## config.mk

```make
export PLATFORM = sky130hd
export DESIGN_NAME = fimac_datapath
export DESIGN_NICKNAME = d
export VERILOG_FILES = /design/src/design/fimac_pkg.sv /design/src/design/fimac_mul_if.sv /design/src/design/fimac_mul.sv /design/src/design/fimac_datapath.sv
export VERILOG_INCLUDE_DIRS = /design/src /design/src/design
export SDC_FILE = /design/constraint.sdc
export NUM_CORES = 1
export LEC_CHECK = 0
export ABC_AREA = 0
export BUFFER_PORTS_ARGS = -buffer_cell sky130_fd_sc_hd__buf_4
export CORE_MARGIN = 4
export CORE_UTILIZATION = 35
export DETAILED_ROUTE_END_ITERATION = 10
export SYNTH_ARGS = -nofsm -noshare
export SYNTH_HDL_FRONTEND = slang
export SYNTH_SLANG_ARGS = --single-unit
```

## constraint.sdc

```tcl
create_clock -name core_clk -period 18.5 [get_ports core_clk]
set_clock_uncertainty 0.15 [all_clocks]
set_input_delay 5.55 -clock core_clk [delete_from_list [all_inputs] [get_ports core_clk]]
set_output_delay 5.55 -clock core_clk [all_outputs]
set_load 0.01 [all_outputs]
```

## src/design/fimac_map.svh

```systemverilog
// Purpose: constants for the fractional/integer multiply-accumulate datapath
// Assumes: included by bare name from the datapath files
// Notes: definitions only
`ifndef FIMAC_MAP_SVH
`define FIMAC_MAP_SVH
`define FIMAC_EXT_W 4
`define FIMAC_WORD_W 16
`define FIMAC_ACC_W 36
`define FIMAC_LOW_MSB 15
`define FIMAC_MID_LSB 16
`define FIMAC_MID_MSB 31
`define FIMAC_EXT_LSB 32
`define FIMAC_ROUND_BIT 15
`define FIMAC_ACC_RESET 36'h0_0000_0000
`define FIMAC_SAT_POS_WORD 16'h7fff
`define FIMAC_SAT_NEG_WORD 16'h8000
`endif

```

## src/design/fimac_pkg.sv

```systemverilog
// Purpose: types for the multiply-accumulate datapath
// Assumes: fimac_map.svh holds the numeric constants
// Notes: operation codes are driven by the instruction decoder
package fimac_pkg;
  typedef enum logic [3:0] {
    FIMAC_OP_NOP = 4'h0,
    FIMAC_OP_LOAD_WORD = 4'h1,
    FIMAC_OP_LOAD_LONG = 4'h2,
    FIMAC_OP_ADD = 4'h3,
    FIMAC_OP_SUB = 4'h4,
    FIMAC_OP_CMP = 4'h5,
    FIMAC_OP_FMPY = 4'h6,
    FIMAC_OP_FMAC = 4'h7,
    FIMAC_OP_FMPYR = 4'h8,
    FIMAC_OP_FMACR = 4'h9,
    FIMAC_OP_IMPYW = 4'ha,
    FIMAC_OP_IMPYL = 4'hb,
    FIMAC_OP_IMACL = 4'hc,
    FIMAC_OP_SAT = 4'hd
  } fimac_op_e;
endpackage : fimac_pkg

```

## src/design/fimac_mul_if.sv

```systemverilog
// Purpose: carries operands and products between datapath and multiplier
// Assumes: one clock, purely combinational contents
// Notes: product fields are 2N bits wide
`timescale 1ns/100ps
interface fimac_mul_if #(parameter int N = 16);
  logic [N-1:0] op_a;
  logic [N-1:0] op_b;
  logic [2*N-1:0] frac_prod;
  logic [2*N-1:0] int_prod;
  modport user (output op_a, output op_b, input frac_prod, input int_prod);
  modport mult (input op_a, input op_b, output frac_prod, output int_prod);
endinterface : fimac_mul_if

```

## src/design/fimac_mul.sv

```systemverilog
// Purpose: signed N x N multiplier giving fractional and integer placements
// Assumes: operands are two's complement
// Notes: combinational; the datapath registers the result
`timescale 1ns/100ps
module fimac_mul import fimac_pkg::*; #(
  parameter int N = 16
) (
  fimac_mul_if.mult mi // operand and product bundle
);
  logic signed [2*N-1:0] full_prod;
  logic [2*N-2:0] core_prod;

  // elaboration-time refusal of widths the placement logic cannot serve
  if (N < 2) begin : g_bad_n
    $error("fimac_mul: N must be at least 2");
  end

  // the true product never needs more than 2N-1 bits, except -1 * -1
  assign full_prod = $signed(mi.op_a) * $signed(mi.op_b);
  assign core_prod = full_prod[2*N-2:0];
  // fractional: zero bit appended below the lsb; -1 * -1 wraps to -1 in the 2N-bit field
  assign mi.frac_prod = {core_prod, 1'b0};
  // integer: extra sign bit prepended above the msb, taken from the full product
  // so that -1 * -1 stays exact as a long integer
  assign mi.int_prod = {full_prod[2*N-1], core_prod};
endmodule : fimac_mul

```

## src/design/fimac_datapath.sv

```systemverilog
// Purpose: accumulator datapath for add, subtract, compare, multiply and multiply-accumulate
// Assumes: op, operands and accumulator select come from the core decoder, same clock
// Notes: two accumulators; result registers update one cycle after a valid op
`timescale 1ns/100ps
`include "fimac_map.svh"

// Operation
// - add, subtract and compare behave the same for fractional and integer data
// - word load puts value in middle word, sign extends, clears low word
// - fractional product gets a zero bit appended below its lsb
// - integer product gets an extra sign bit prepended above its msb
// - fractional multiply gives 32-bit result, lsb zero, sign extended to 36
// - rounded fractional multiply rounds to 16 bits and clears low word
// - word integer multiply writes middle word, sign extends, keeps low word
// - long integer multiply and accumulate give full 32-bit sign-extended product
// - accumulator holds signed 36-bit fractions from -16 to just below +16
// - byte, word and long operands, signed or unsigned, are handled
// - fractional word plus long needs no alignment
// - saturation on reads is switchable for intermediate work
module fimac_datapath import fimac_pkg::*; #(
  parameter int N = 16 // word width
) (
  input wire logic core_clk, // core clock
  input wire logic rst, // synchronous reset, active high
  input wire logic op_valid, // op is presented this cycle
  input wire fimac_op_e op, // operation code from decode
  input wire logic acc_sel, // destination/first accumulator
  input wire logic [N-1:0] src_word, // word operand (also first multiply source)
  input wire logic [2*N-1:0] src_long, // long operand
  input wire logic [N-1:0] src_mul_b, // second multiply source
  input wire logic [1:0] src_size, // 0 byte, 1 word, 2 long
  input wire logic src_unsigned, // zero extend the source instead of sign extend
  input wire logic negate_prod, // negated product form
  input wire logic sat_enable, // limit the word read-out
  input wire logic rd_sel, // accumulator to read out
  output logic [`FIMAC_ACC_W-1:0] acc_out, // full accumulator read-out
  output logic [N-1:0] word_out, // middle word, limited when enabled
  output logic cmp_zero, // last compare equal
  output logic cmp_neg, // last compare negative
  output logic ext_in_use // read accumulator uses its extension bits
);
  localparam int AW = `FIMAC_ACC_W;

  logic [AW-1:0] acc_reg [2];
  logic [AW-1:0] acc_next;
  logic acc_we;
  logic [AW-1:0] dst;
  logic [AW-1:0] src_acc;
  logic [AW-1:0] prod_acc;
  logic [AW-1:0] sum;
  logic [AW-1:0] rnd;
  logic [AW-1:0] rnd_sum;
  logic cmp_zero_reg;
  logic cmp_neg_reg;
  logic [AW-1:0] diff;
  logic [AW-1:0] rd_acc;
  logic ext_diff;

  fimac_mul_if #(.N(N)) mbus ();

  // elaboration-time refusal: the accumulator layout is fixed to the word width
  if (N != `FIMAC_WORD_W) begin : g_bad_n
    $error("fimac_datapath: N must equal the accumulator word width");
  end

  //////////////////////////////////////////////////////////////////////////
  // multiplier
  assign mbus.op_a = src_word;
  assign mbus.op_b = src_mul_b;
  fimac_mul #(.N(N)) u_mul (
    .mi(mbus)
  );

  //////////////////////////////////////////////////////////////////////////
  // source alignment into accumulator format
  assign dst = acc_reg[acc_sel];

  always_comb begin
    src_acc = '0;
    unique case (src_size)
      2'h0: begin
        // byte integers sit right-aligned in the middle word
        src_acc[`FIMAC_MID_MSB:`FIMAC_MID_LSB] = src_unsigned ? {8'h00, src_word[7:0]} :
          {{8{src_word[7]}}, src_word[7:0]};
        src_acc[AW-1:`FIMAC_EXT_LSB] = {`FIMAC_EXT_W{src_acc[`FIMAC_MID_MSB]}};
      end
      2'h2: begin
        // a long already shares the binary point of a word in the middle word
        src_acc[`FIMAC_MID_MSB:0] = src_long;
        src_acc[AW-1:`FIMAC_EXT_LSB] = {`FIMAC_EXT_W{src_long[2*N-1] & ~src_unsigned}};
      end
      default: begin
        // word: middle word, extension sign filled, low word cleared
        src_acc[`FIMAC_MID_MSB:`FIMAC_MID_LSB] = src_word;
        src_acc[AW-1:`FIMAC_EXT_LSB] = {`FIMAC_EXT_W{src_word[N-1] & ~src_unsigned}};
      end
    endcase
  end

  //////////////////////////////////////////////////////////////////////////
  // product placement and rounding
  always_comb begin
    prod_acc = '0;
    unique case (op)
      FIMAC_OP_IMPYL, FIMAC_OP_IMACL:
        prod_acc = {{`FIMAC_EXT_W{mbus.int_prod[2*N-1]}}, mbus.int_prod};
      default:
        prod_acc = {{`FIMAC_EXT_W{mbus.frac_prod[2*N-1]}}, mbus.frac_prod};
    endcase
    if (negate_prod) begin
      prod_acc = AW'(-prod_acc);
    end
  end

  // one adder serves add and accumulate, a subtractor serves subtract and compare, untyped
  assign sum = (op == FIMAC_OP_FMAC || op == FIMAC_OP_FMACR || op == FIMAC_OP_IMACL) ?
    AW'(dst + prod_acc) : AW'(dst + src_acc);
  assign diff = AW'(dst - src_acc);

  // round to nearest at the middle word, then clear the low word
  assign rnd_sum = AW'(((op == FIMAC_OP_FMPYR) ? prod_acc : sum) + (AW'(1) << `FIMAC_ROUND_BIT));
  assign rnd = {rnd_sum[AW-1:`FIMAC_MID_LSB], {`FIMAC_WORD_W{1'b0}}};

  //////////////////////////////////////////////////////////////////////////
  // next accumulator value
  always_comb begin
    acc_next = dst;
    acc_we = op_valid;
    unique case (op)
      FIMAC_OP_LOAD_WORD, FIMAC_OP_LOAD_LONG: acc_next = src_acc;
      FIMAC_OP_ADD: acc_next = sum;
      FIMAC_OP_SUB: acc_next = diff;
      FIMAC_OP_FMPY: acc_next = prod_acc;
      FIMAC_OP_FMAC, FIMAC_OP_IMACL: acc_next = sum;
      FIMAC_OP_FMPYR, FIMAC_OP_FMACR: acc_next = rnd;
      FIMAC_OP_IMPYW: begin
        // word result from the low half of the integer product, low word kept
        acc_next = {{`FIMAC_EXT_W{mbus.int_prod[N-1]}}, mbus.int_prod[N-1:0],
          dst[`FIMAC_LOW_MSB:0]};
      end
      FIMAC_OP_IMPYL: acc_next = prod_acc;
      FIMAC_OP_SAT: begin
        // explicit limiting of the long value in the accumulator
        if (dst[AW-1:`FIMAC_MID_MSB] != {(`FIMAC_EXT_W + 1){dst[AW-1]}}) begin
          acc_next = dst[AW-1] ? {{`FIMAC_EXT_W{1'b1}}, `FIMAC_SAT_NEG_WORD, {`FIMAC_WORD_W{1'b0}}} :
            {{`FIMAC_EXT_W{1'b0}}, `FIMAC_SAT_POS_WORD, {`FIMAC_WORD_W{1'b1}}};
        end
      end
      default: acc_we = 1'b0; // nop and compare leave accumulators
    endcase
  end

  // accumulator storage, 36 bits each, and
  always_ff @(posedge core_clk) begin
    if (rst) begin
      acc_reg[0] <= `FIMAC_ACC_RESET;
      acc_reg[1] <= `FIMAC_ACC_RESET;
    end else if (acc_we) begin
      acc_reg[acc_sel] <= acc_next;
    end
  end

  // compare flags
  always_ff @(posedge core_clk) begin
    if (rst) begin
      cmp_zero_reg <= 1'b0;
      cmp_neg_reg <= 1'b0;
    end else if (op_valid && op == FIMAC_OP_CMP) begin
      cmp_zero_reg <= (diff == '0);
      cmp_neg_reg <= diff[AW-1];
    end
  end

  //////////////////////////////////////////////////////////////////////////
  // read-out with switchable saturation
  assign rd_acc = acc_reg[rd_sel];
  assign ext_diff = rd_acc[AW-1:`FIMAC_MID_MSB] != {(`FIMAC_EXT_W + 1){rd_acc[AW-1]}};
  assign acc_out = rd_acc;
  assign ext_in_use = ext_diff;
  assign cmp_zero = cmp_zero_reg;
  assign cmp_neg = cmp_neg_reg;
  // limiting only bites when enabled, so intermediate reads stay exact
  assign word_out = (sat_enable && ext_diff) ?
    (rd_acc[AW-1] ? `FIMAC_SAT_NEG_WORD : `FIMAC_SAT_POS_WORD) :
    rd_acc[`FIMAC_MID_MSB:`FIMAC_MID_LSB];

  //////////////////////////////////////////////////////////////////////////
  // assertions
  AST_WORD_LOAD: assert property (@(posedge core_clk) disable iff (rst)
    op_valid && op == FIMAC_OP_LOAD_WORD && src_size == 2'h1 && !src_unsigned |=>
    acc_reg[$past(acc_sel)] == {{4{$past(src_word[15])}}, $past(src_word), 16'h0000})
    else $error("word load misplaced");
  AST_FRAC_LSB: assert property (@(posedge core_clk) disable iff (rst)
    mbus.frac_prod[0] == 1'b0) else $error("fractional product lsb set");
  AST_INT_SIGN: assert property (@(posedge core_clk) disable iff (rst)
    mbus.op_a != 16'h8000 || mbus.op_b != 16'h8000 |->
    mbus.int_prod[31] == mbus.int_prod[30] && mbus.int_prod[30:0] == mbus.frac_prod[31:1])
    else $error("integer product sign not doubled");
  AST_FMPY: assert property (@(posedge core_clk) disable iff (rst)
    op_valid && op == FIMAC_OP_FMPY && !negate_prod |=>
    acc_reg[$past(acc_sel)][0] == 1'b0 && acc_reg[$past(acc_sel)][35:31] inside {5'h00, 5'h1f})
    else $error("fractional multiply result malformed");
  AST_ROUND_LOW: assert property (@(posedge core_clk) disable iff (rst)
    op_valid && (op == FIMAC_OP_FMPYR || op == FIMAC_OP_FMACR) |=>
    acc_reg[$past(acc_sel)][15:0] == 16'h0000) else $error("rounded result low word not cleared");
  AST_IMPYW_LOW: assert property (@(posedge core_clk) disable iff (rst)
    op_valid && op == FIMAC_OP_IMPYW |=>
    acc_reg[$past(acc_sel)][15:0] == $past(dst[15:0])) else $error("word multiply changed low word");
  AST_IMPYL: assert property (@(posedge core_clk) disable iff (rst)
    op_valid && op == FIMAC_OP_IMPYL && !negate_prod |=>
    $signed(acc_reg[$past(acc_sel)]) == $signed($past(src_word)) * $signed($past(src_mul_b)))
    else $error("long multiply result wrong");
  AST_SAT_OUT: assert property (@(posedge core_clk) disable iff (rst)
    !sat_enable |-> word_out == rd_acc[31:16]) else $error("limiting applied while disabled");
  AST_ADD: assert property (@(posedge core_clk) disable iff (rst)
    op_valid && op == FIMAC_OP_ADD |=> acc_reg[$past(acc_sel)] == 36'($past(dst) + $past(src_acc)))
    else $error("add result wrong");
  COV_FMAC: cover property (@(posedge core_clk) op_valid && op == FIMAC_OP_FMAC);
  COV_SAT_HIT: cover property (@(posedge core_clk) sat_enable && ext_diff);
  COV_IMPYW: cover property (@(posedge core_clk) op_valid && op == FIMAC_OP_IMPYW);
  COV_CMP_EQ: cover property (@(posedge core_clk) op_valid && op == FIMAC_OP_CMP ##1 cmp_zero);
endmodule : fimac_datapath

```

=== Word-level counts from Yosys, hierarchy flattened ===
Memory sizes are Yosys's and may differ from the RTL's.
Index checks and enable logic that the tools add are counted.
W data, S select, Z words.

* Bits in latches: 0
* Output and inout bits: 55
* Logic and storage cells: 62
* Input bits: 78
* ROM bits: 0
* Memories: 1
* Register bits: 2
* Memory bits (writable): 72

{| class="wikitable"
|+ Memories
! memory !! depth !! bits a word !! read ports !! clocked after memory_dff !! wr ports !! line !! text
|-
| acc_reg || 2 || 36 || 2 || 0 || 2 || fimac_datapath.sv:44 || <nowiki>logic [AW-1:0] acc_reg [2];</nowiki>
|}

* Add/sub/neg operators: 5
* Multipliers: 1
* Div/mod/pow operators: 0
* $lt $le $gt $ge: 0
* Shift operators: 0
* Eq/ne operators: 16
* Muxes and demuxes: 21
* Bitwise logic cells: 3
* Reduce and logical (&&, ||, !) cells: 13

{| class="wikitable"
|+ Operator list
! kind !! count
|-
| $mux W36 || 7
|-
| $pmux W36 S7 || 1
|-
| $add A36 B36 Y36 || 2
|-
| $mux W16 || 4
|-
| $pmux W20 S2 || 1
|-
| $add A36 B16 Y36 const B || 1
|-
| $logic_not A36 Y1 || 1
|-
| $neg A36 Y36 || 1
|-
| $reduce_or A36 Y1 || 1
|-
| $sub A36 B36 Y36 || 1
|-
| $mul A16 B16 Y32 || 1
|-
| $eq A4 B4 Y1 const B || 6
|-
| $eq A4 B3 Y1 const B || 4
|-
| $reduce_or A12 Y1 || 1
|-
| $eq A4 B2 Y1 const B || 2
|-
| $mux W1 || 8
|-
| $ne A4 B4 Y1 || 2
|-
| $reduce_or A2 Y1 || 4
|-
| $eq A4 B1 Y1 const B || 1
|-
| $reduce_or A3 Y1 || 1
|-
| $and A1 B1 Y1 || 2
|-
| $eq A2 B2 Y1 const B || 1
|-
| $logic_and A1 B1 Y1 || 2
|-
| $logic_not A2 Y1 || 1
|-
| 2 further kinds || 3
|}

=== Depth between registers and ports, before layout ===
* Depth after elaboration: 11
* Gate-level depth with buffers: 43
* Depth with buffers taken out: 41

=== By module ===
Synthesis repeated with hierarchy kept, for this count alone.

* Cell total of the unflattened synthesis: 2,824
* Area total of the unflattened synthesis: 23,119.7 um2

{| class="wikitable"
|+ Modules (own cells, without submodules)
! module !! cells each !! sequential area each (um2) !! area each (um2) !! times used
|-
| fimac_datapath || 1,718 || 2,202.1 || 13,061.3 || 1
|-
| fimac_mul || 1,106 || 0.0 || 10,058.4 || 1
|}

=== Least setup slack after synthesis ===
No wires, ideal clock.

* Path kind: in2reg
* Start: input port src_word[9]
* End: memory acc_reg[1][28] (netlist name), data pin
* Data arrival time: 14,502 ps
* Stages on the path: 37
* Library setup time: 266 ps
* Required time: 18,084 ps
* Setup slack: 3,582 ps
* Path through: clkbuf_1 -> nand2_1 -> fa_1 -> fa_1 -> fa_1 -> inv_1 -> ha_1 -> fa_1 -> inv_1 -> fa_1 -> inv_1 -> ha_1 -> a21oi_1 -> nand2_1 -> o21a_1 -> xor2_1 -> nor3_2 -> a211oi_1 -> a31oi_1 -> o21ba_2 -> nand2_1 -> o21ai_0 -> ha_1 -> and2_1 -> nand2_1 -> or3_1 -> or3_1 -> a21oi_1 -> o21ai_1 -> xor2_1 -> or3_1 -> o2bb2ai_1 -> or3_1 -> clkbuf_1 -> or4_1 -> a31oi_1 -> nor2_1

{| class="wikitable"
|+ RTL lines
! what !! line !! text
|-
| from (decl) || fimac_datapath.sv:28 || <nowiki>input wire logic [N-1:0] src_word,</nowiki>
|-
| to (decl) || fimac_datapath.sv:44 ||
|}

==> results.sh <==
export IMPL_status="complete, no violations"
export IMPL_grt_pass1_vias=21500
export IMPL_synthesis_area_um2=22900
export IMPL_hp_class="flop to flop"
export IMPL_worst_pin_slew_ns=1.17
export IMPL_clk_latency_ns=0.34
export IMPL_grt_start_max_net_pins=58
export IMPL_period_needed_ns=16.41
export IMPL_arrival_ns=16.46
export IMPL_setup_violations=0
export IMPL_slew_viol_final=0
export IMPL_synth_seq_cells=74
export IMPL_design_area_um2=25000
export IMPL_first_iter_violations=1773
export IMPL_dieHeight_um=264
export IMPL_gp_congestion=0.971
export IMPL_synth_top_cell_area_share=0.231
export IMPL_fin_crit_sh=0.887
export IMPL_crit_path_top_delay_cell="o311ai_1"
export IMPL_synth_edff_count=72
export IMPL_grt_overflow_total=0
export IMPL_place_inst=3720
export IMPL_drt_wirelength_per_cell_um=20.7
export IMPL_synth_flop_cell="edfxtp_1"
export IMPL_maxSlewHeadroom=0.207
export IMPL_cp_startpoint="src_word[6]"
export IMPL_htreeDepth=3
export IMPL_cp_required_ns=18.56
export IMPL_numCtsBuffers=9
export IMPL_worstHoldStart="cmp_neg$_SDFFE_PP0P_"
export IMPL_grt_usage=0.219
export IMPL_tns_ns=0
export IMPL_dieArea_um2=69500
export IMPL_crit_type="input pin to flop"
export IMPL_cap_violations=0
export IMPL_drtAntennaViolNets=0
export IMPL_start_util=0.354
export IMPL_final_nets=3373
export IMPL_start_kind="input pin"
export IMPL_yosysTopAreaCell="fa_1"
export IMPL_timing_hold_violations_final=0
export IMPL_cts_tree="done"
export IMPL_yosysWarnings=0
export IMPL_slowest_delay_ns=0.84
export IMPL_clockBufferDepth=2
export IMPL_cts_resized=0
export IMPL_cts_root_buffer="clkbuf_16"
export IMPL_synth_area_leaders="fa_1 23%, edfxtp_1 9.4%, ha_1 8.5%"
export IMPL_drive_gt1_frac=0.104
export IMPL_floorplan_io_pins=133
export IMPL_final_cells=3737
export IMPL_grt_pass1_wl_um=122000
export IMPL_drt_first_pass_iters=6
export IMPL_rows=93
export IMPL_ys_async_sr_fraction=0
export IMPL_fmax_mhz=60.9
export IMPL_rsz0062_at_grt="false"
export IMPL_viasPerCell=5.75
export IMPL_placed_area_um2=24700
export IMPL_nFillCells=6716
export IMPL_syn_inst=2840
export IMPL_fp_dieW_um=264
export IMPL_path_buf_inv=6
export IMPL_clkTransAtPathRegs_ns=0.06
export IMPL_critPathCaptureType="flop"
export IMPL_r2r_start="acc_reg[1][1]$_SDFFCE_PN0P_"
export IMPL_cts_sinks=74
export IMPL_drc_errors=0
export IMPL_crit_family="adder cells"
export IMPL_io_buffer_count=132
export IMPL_synth_cell_type_count=96
export IMPL_worst_path_max_fanout=17
export IMPL_drt_wl_total_um=77200
export IMPL_dpl_hpwl_um=62300
export IMPL_syn_nets=3337
export IMPL_antenna_found_initial=2
export IMPL_syn_mean_instance_area_um2=8.06
export IMPL_route_vias_total=21500
export IMPL_ys_seq_area_frac=0.0962
export IMPL_postCtsSetupBuffers=0
export IMPL_largest_reg_flops=72
export IMPL_areaGrowthSynthToFinish_pct=9.28
export IMPL_cts_hold_buf=0
export IMPL_core_area_um2=64600
[synth_stat cells (10+ instances only)]
| library cell | count |
|---|---|
| inv_1 | 342 |
| nand2_1 | 304 |
| fa_1 | 264 |
| nor2_1 | 186 |
| a21oi_1 | 166 |
| o21ai_0 | 163 |
| ha_1 | 155 |
| and2_1 | 141 |
| clkbuf_1 | 110 |
| mux2_2 | 73 |
| edfxtp_1 | 72 |
| xnor2_1 | 66 |
| nand3_1 | 59 |
| nor3_1 | 48 |
| mux2i_1 | 44 |
| a21o_1 | 42 |
| xor2_1 | 38 |
| a211oi_1 | 35 |
| a31oi_1 | 34 |
| o211ai_1 | 31 |
| nand2b_1 | 26 |
| nand4_1 | 25 |
| nor2b_1 | 25 |
| o22ai_1 | 23 |
| or3_1 | 23 |
| a221oi_1 | 20 |
| and3_1 | 20 |
| o21a_1 | 19 |
| o21bai_1 | 17 |
| a221o_1 | 14 |
| nor4_1 | 14 |
| buf_1 | 13 |
| a211o_1 | 12 |
| o31ai_1 | 12 |
| o2111ai_1 | 11 |
| or4_1 | 11 |
| o221ai_1 | 10 |
[final cells by class]
class / instances / area, µm² / share of cell area
multi-input combinational: 2295 / 19000 / 0.759
sequential: 74 / 2200 / 0.0881
inverter: 342 / 1280 / 0.0513
timing repair buffer: 154 / 1160 / 0.0462
tap: 855 / 1070 / 0.0428
clock buffer: 9 / 225 / 0.00901
clock inverter: 7 / 93.8 / 0.00375
antenna: 1 / 2.50 / 0.000100
[worst min-delay path, cell delays in order, from the launching register on]
cell and delay, ns:
dfxtp_1 0.34, mux2i_1 0.08, nor2_1 0.09
[final timing paths]
| kind | endpoint | slack [ns] | depth (start not counted) |
|---|---|---|---|
| setup / recovery | acc_reg[1][35]$_SDFFCE_PN0P_ | 2.09 | 35 |
| hold / removal | cmp_neg$_SDFFE_PP0P_ | 0.39 | 2 |
| setup reg to reg | acc_reg[0][31]$_SDFFCE_PN0P_ | 12.78 | 16 |
| hold reg to reg | cmp_neg$_SDFFE_PP0P_ | 0.39 | 2 |
[placed cells by master, fill, tap and decap left out, types with 17 or more instances in the layout]
master	count
nand2b_1	26
a21o_1	42
o21bai_1	17
o22ai_1	21
nand4_1	25
nor2_1	185
ha_1	155
and2_1	141
mux2_2	73
nand3_1	59
mux2i_1	44
a31oi_1	34
nor2b_1	24
inv_1	342
a211oi_1	35
and3_1	20
o211ai_1	31
xnor2_1	66
a221oi_1	20
o21a_1	19
a21oi_1	166
buf_4	154
or3_1	23
nor3_1	47
nand2_1	304
fa_1	264
edfxtp_1	72
o21ai_0	161
xor2_1	38
[through the flow]
stage	setup slack (ns)	utilization	hold slack (ns)
after global placement	1.88	0.382	0.366
after global routing	1.47	0.387	0.441
after CTS	2.32	0.387	0.412
after detailed placement	2.01	0.382	0.397
after floorplan	3.58	-	0.360
final	2.09	0.387	0.394
[layer usage]
layer	GRT usage	vias up	wire [µm]
met2	0.376	795	37200
li1	-	10000	-
met1	0.286	10500	32200
met3	0.0295	151	4960
met4	0.0722	0	2850
met5	0	-	0
[cells by family (layout without fill, tap and decap cells)]
kind of cell,after synthesis,in the layout,share of synthesized area
fa+ha+maj,419,419,0.316
mux,117,117,0.0552
simple gates,934,934,0.204
xor+xnor,104,104,0.0398
compound gates,721,721,0.211
buf+inv,471,512,0.0776
flops,74,74,0.0962
other cells,0,1,0
Power is left out: the tool's default activity adds up to more than one toggle a clock period on the data nets, which glitch-free logic cannot reach.
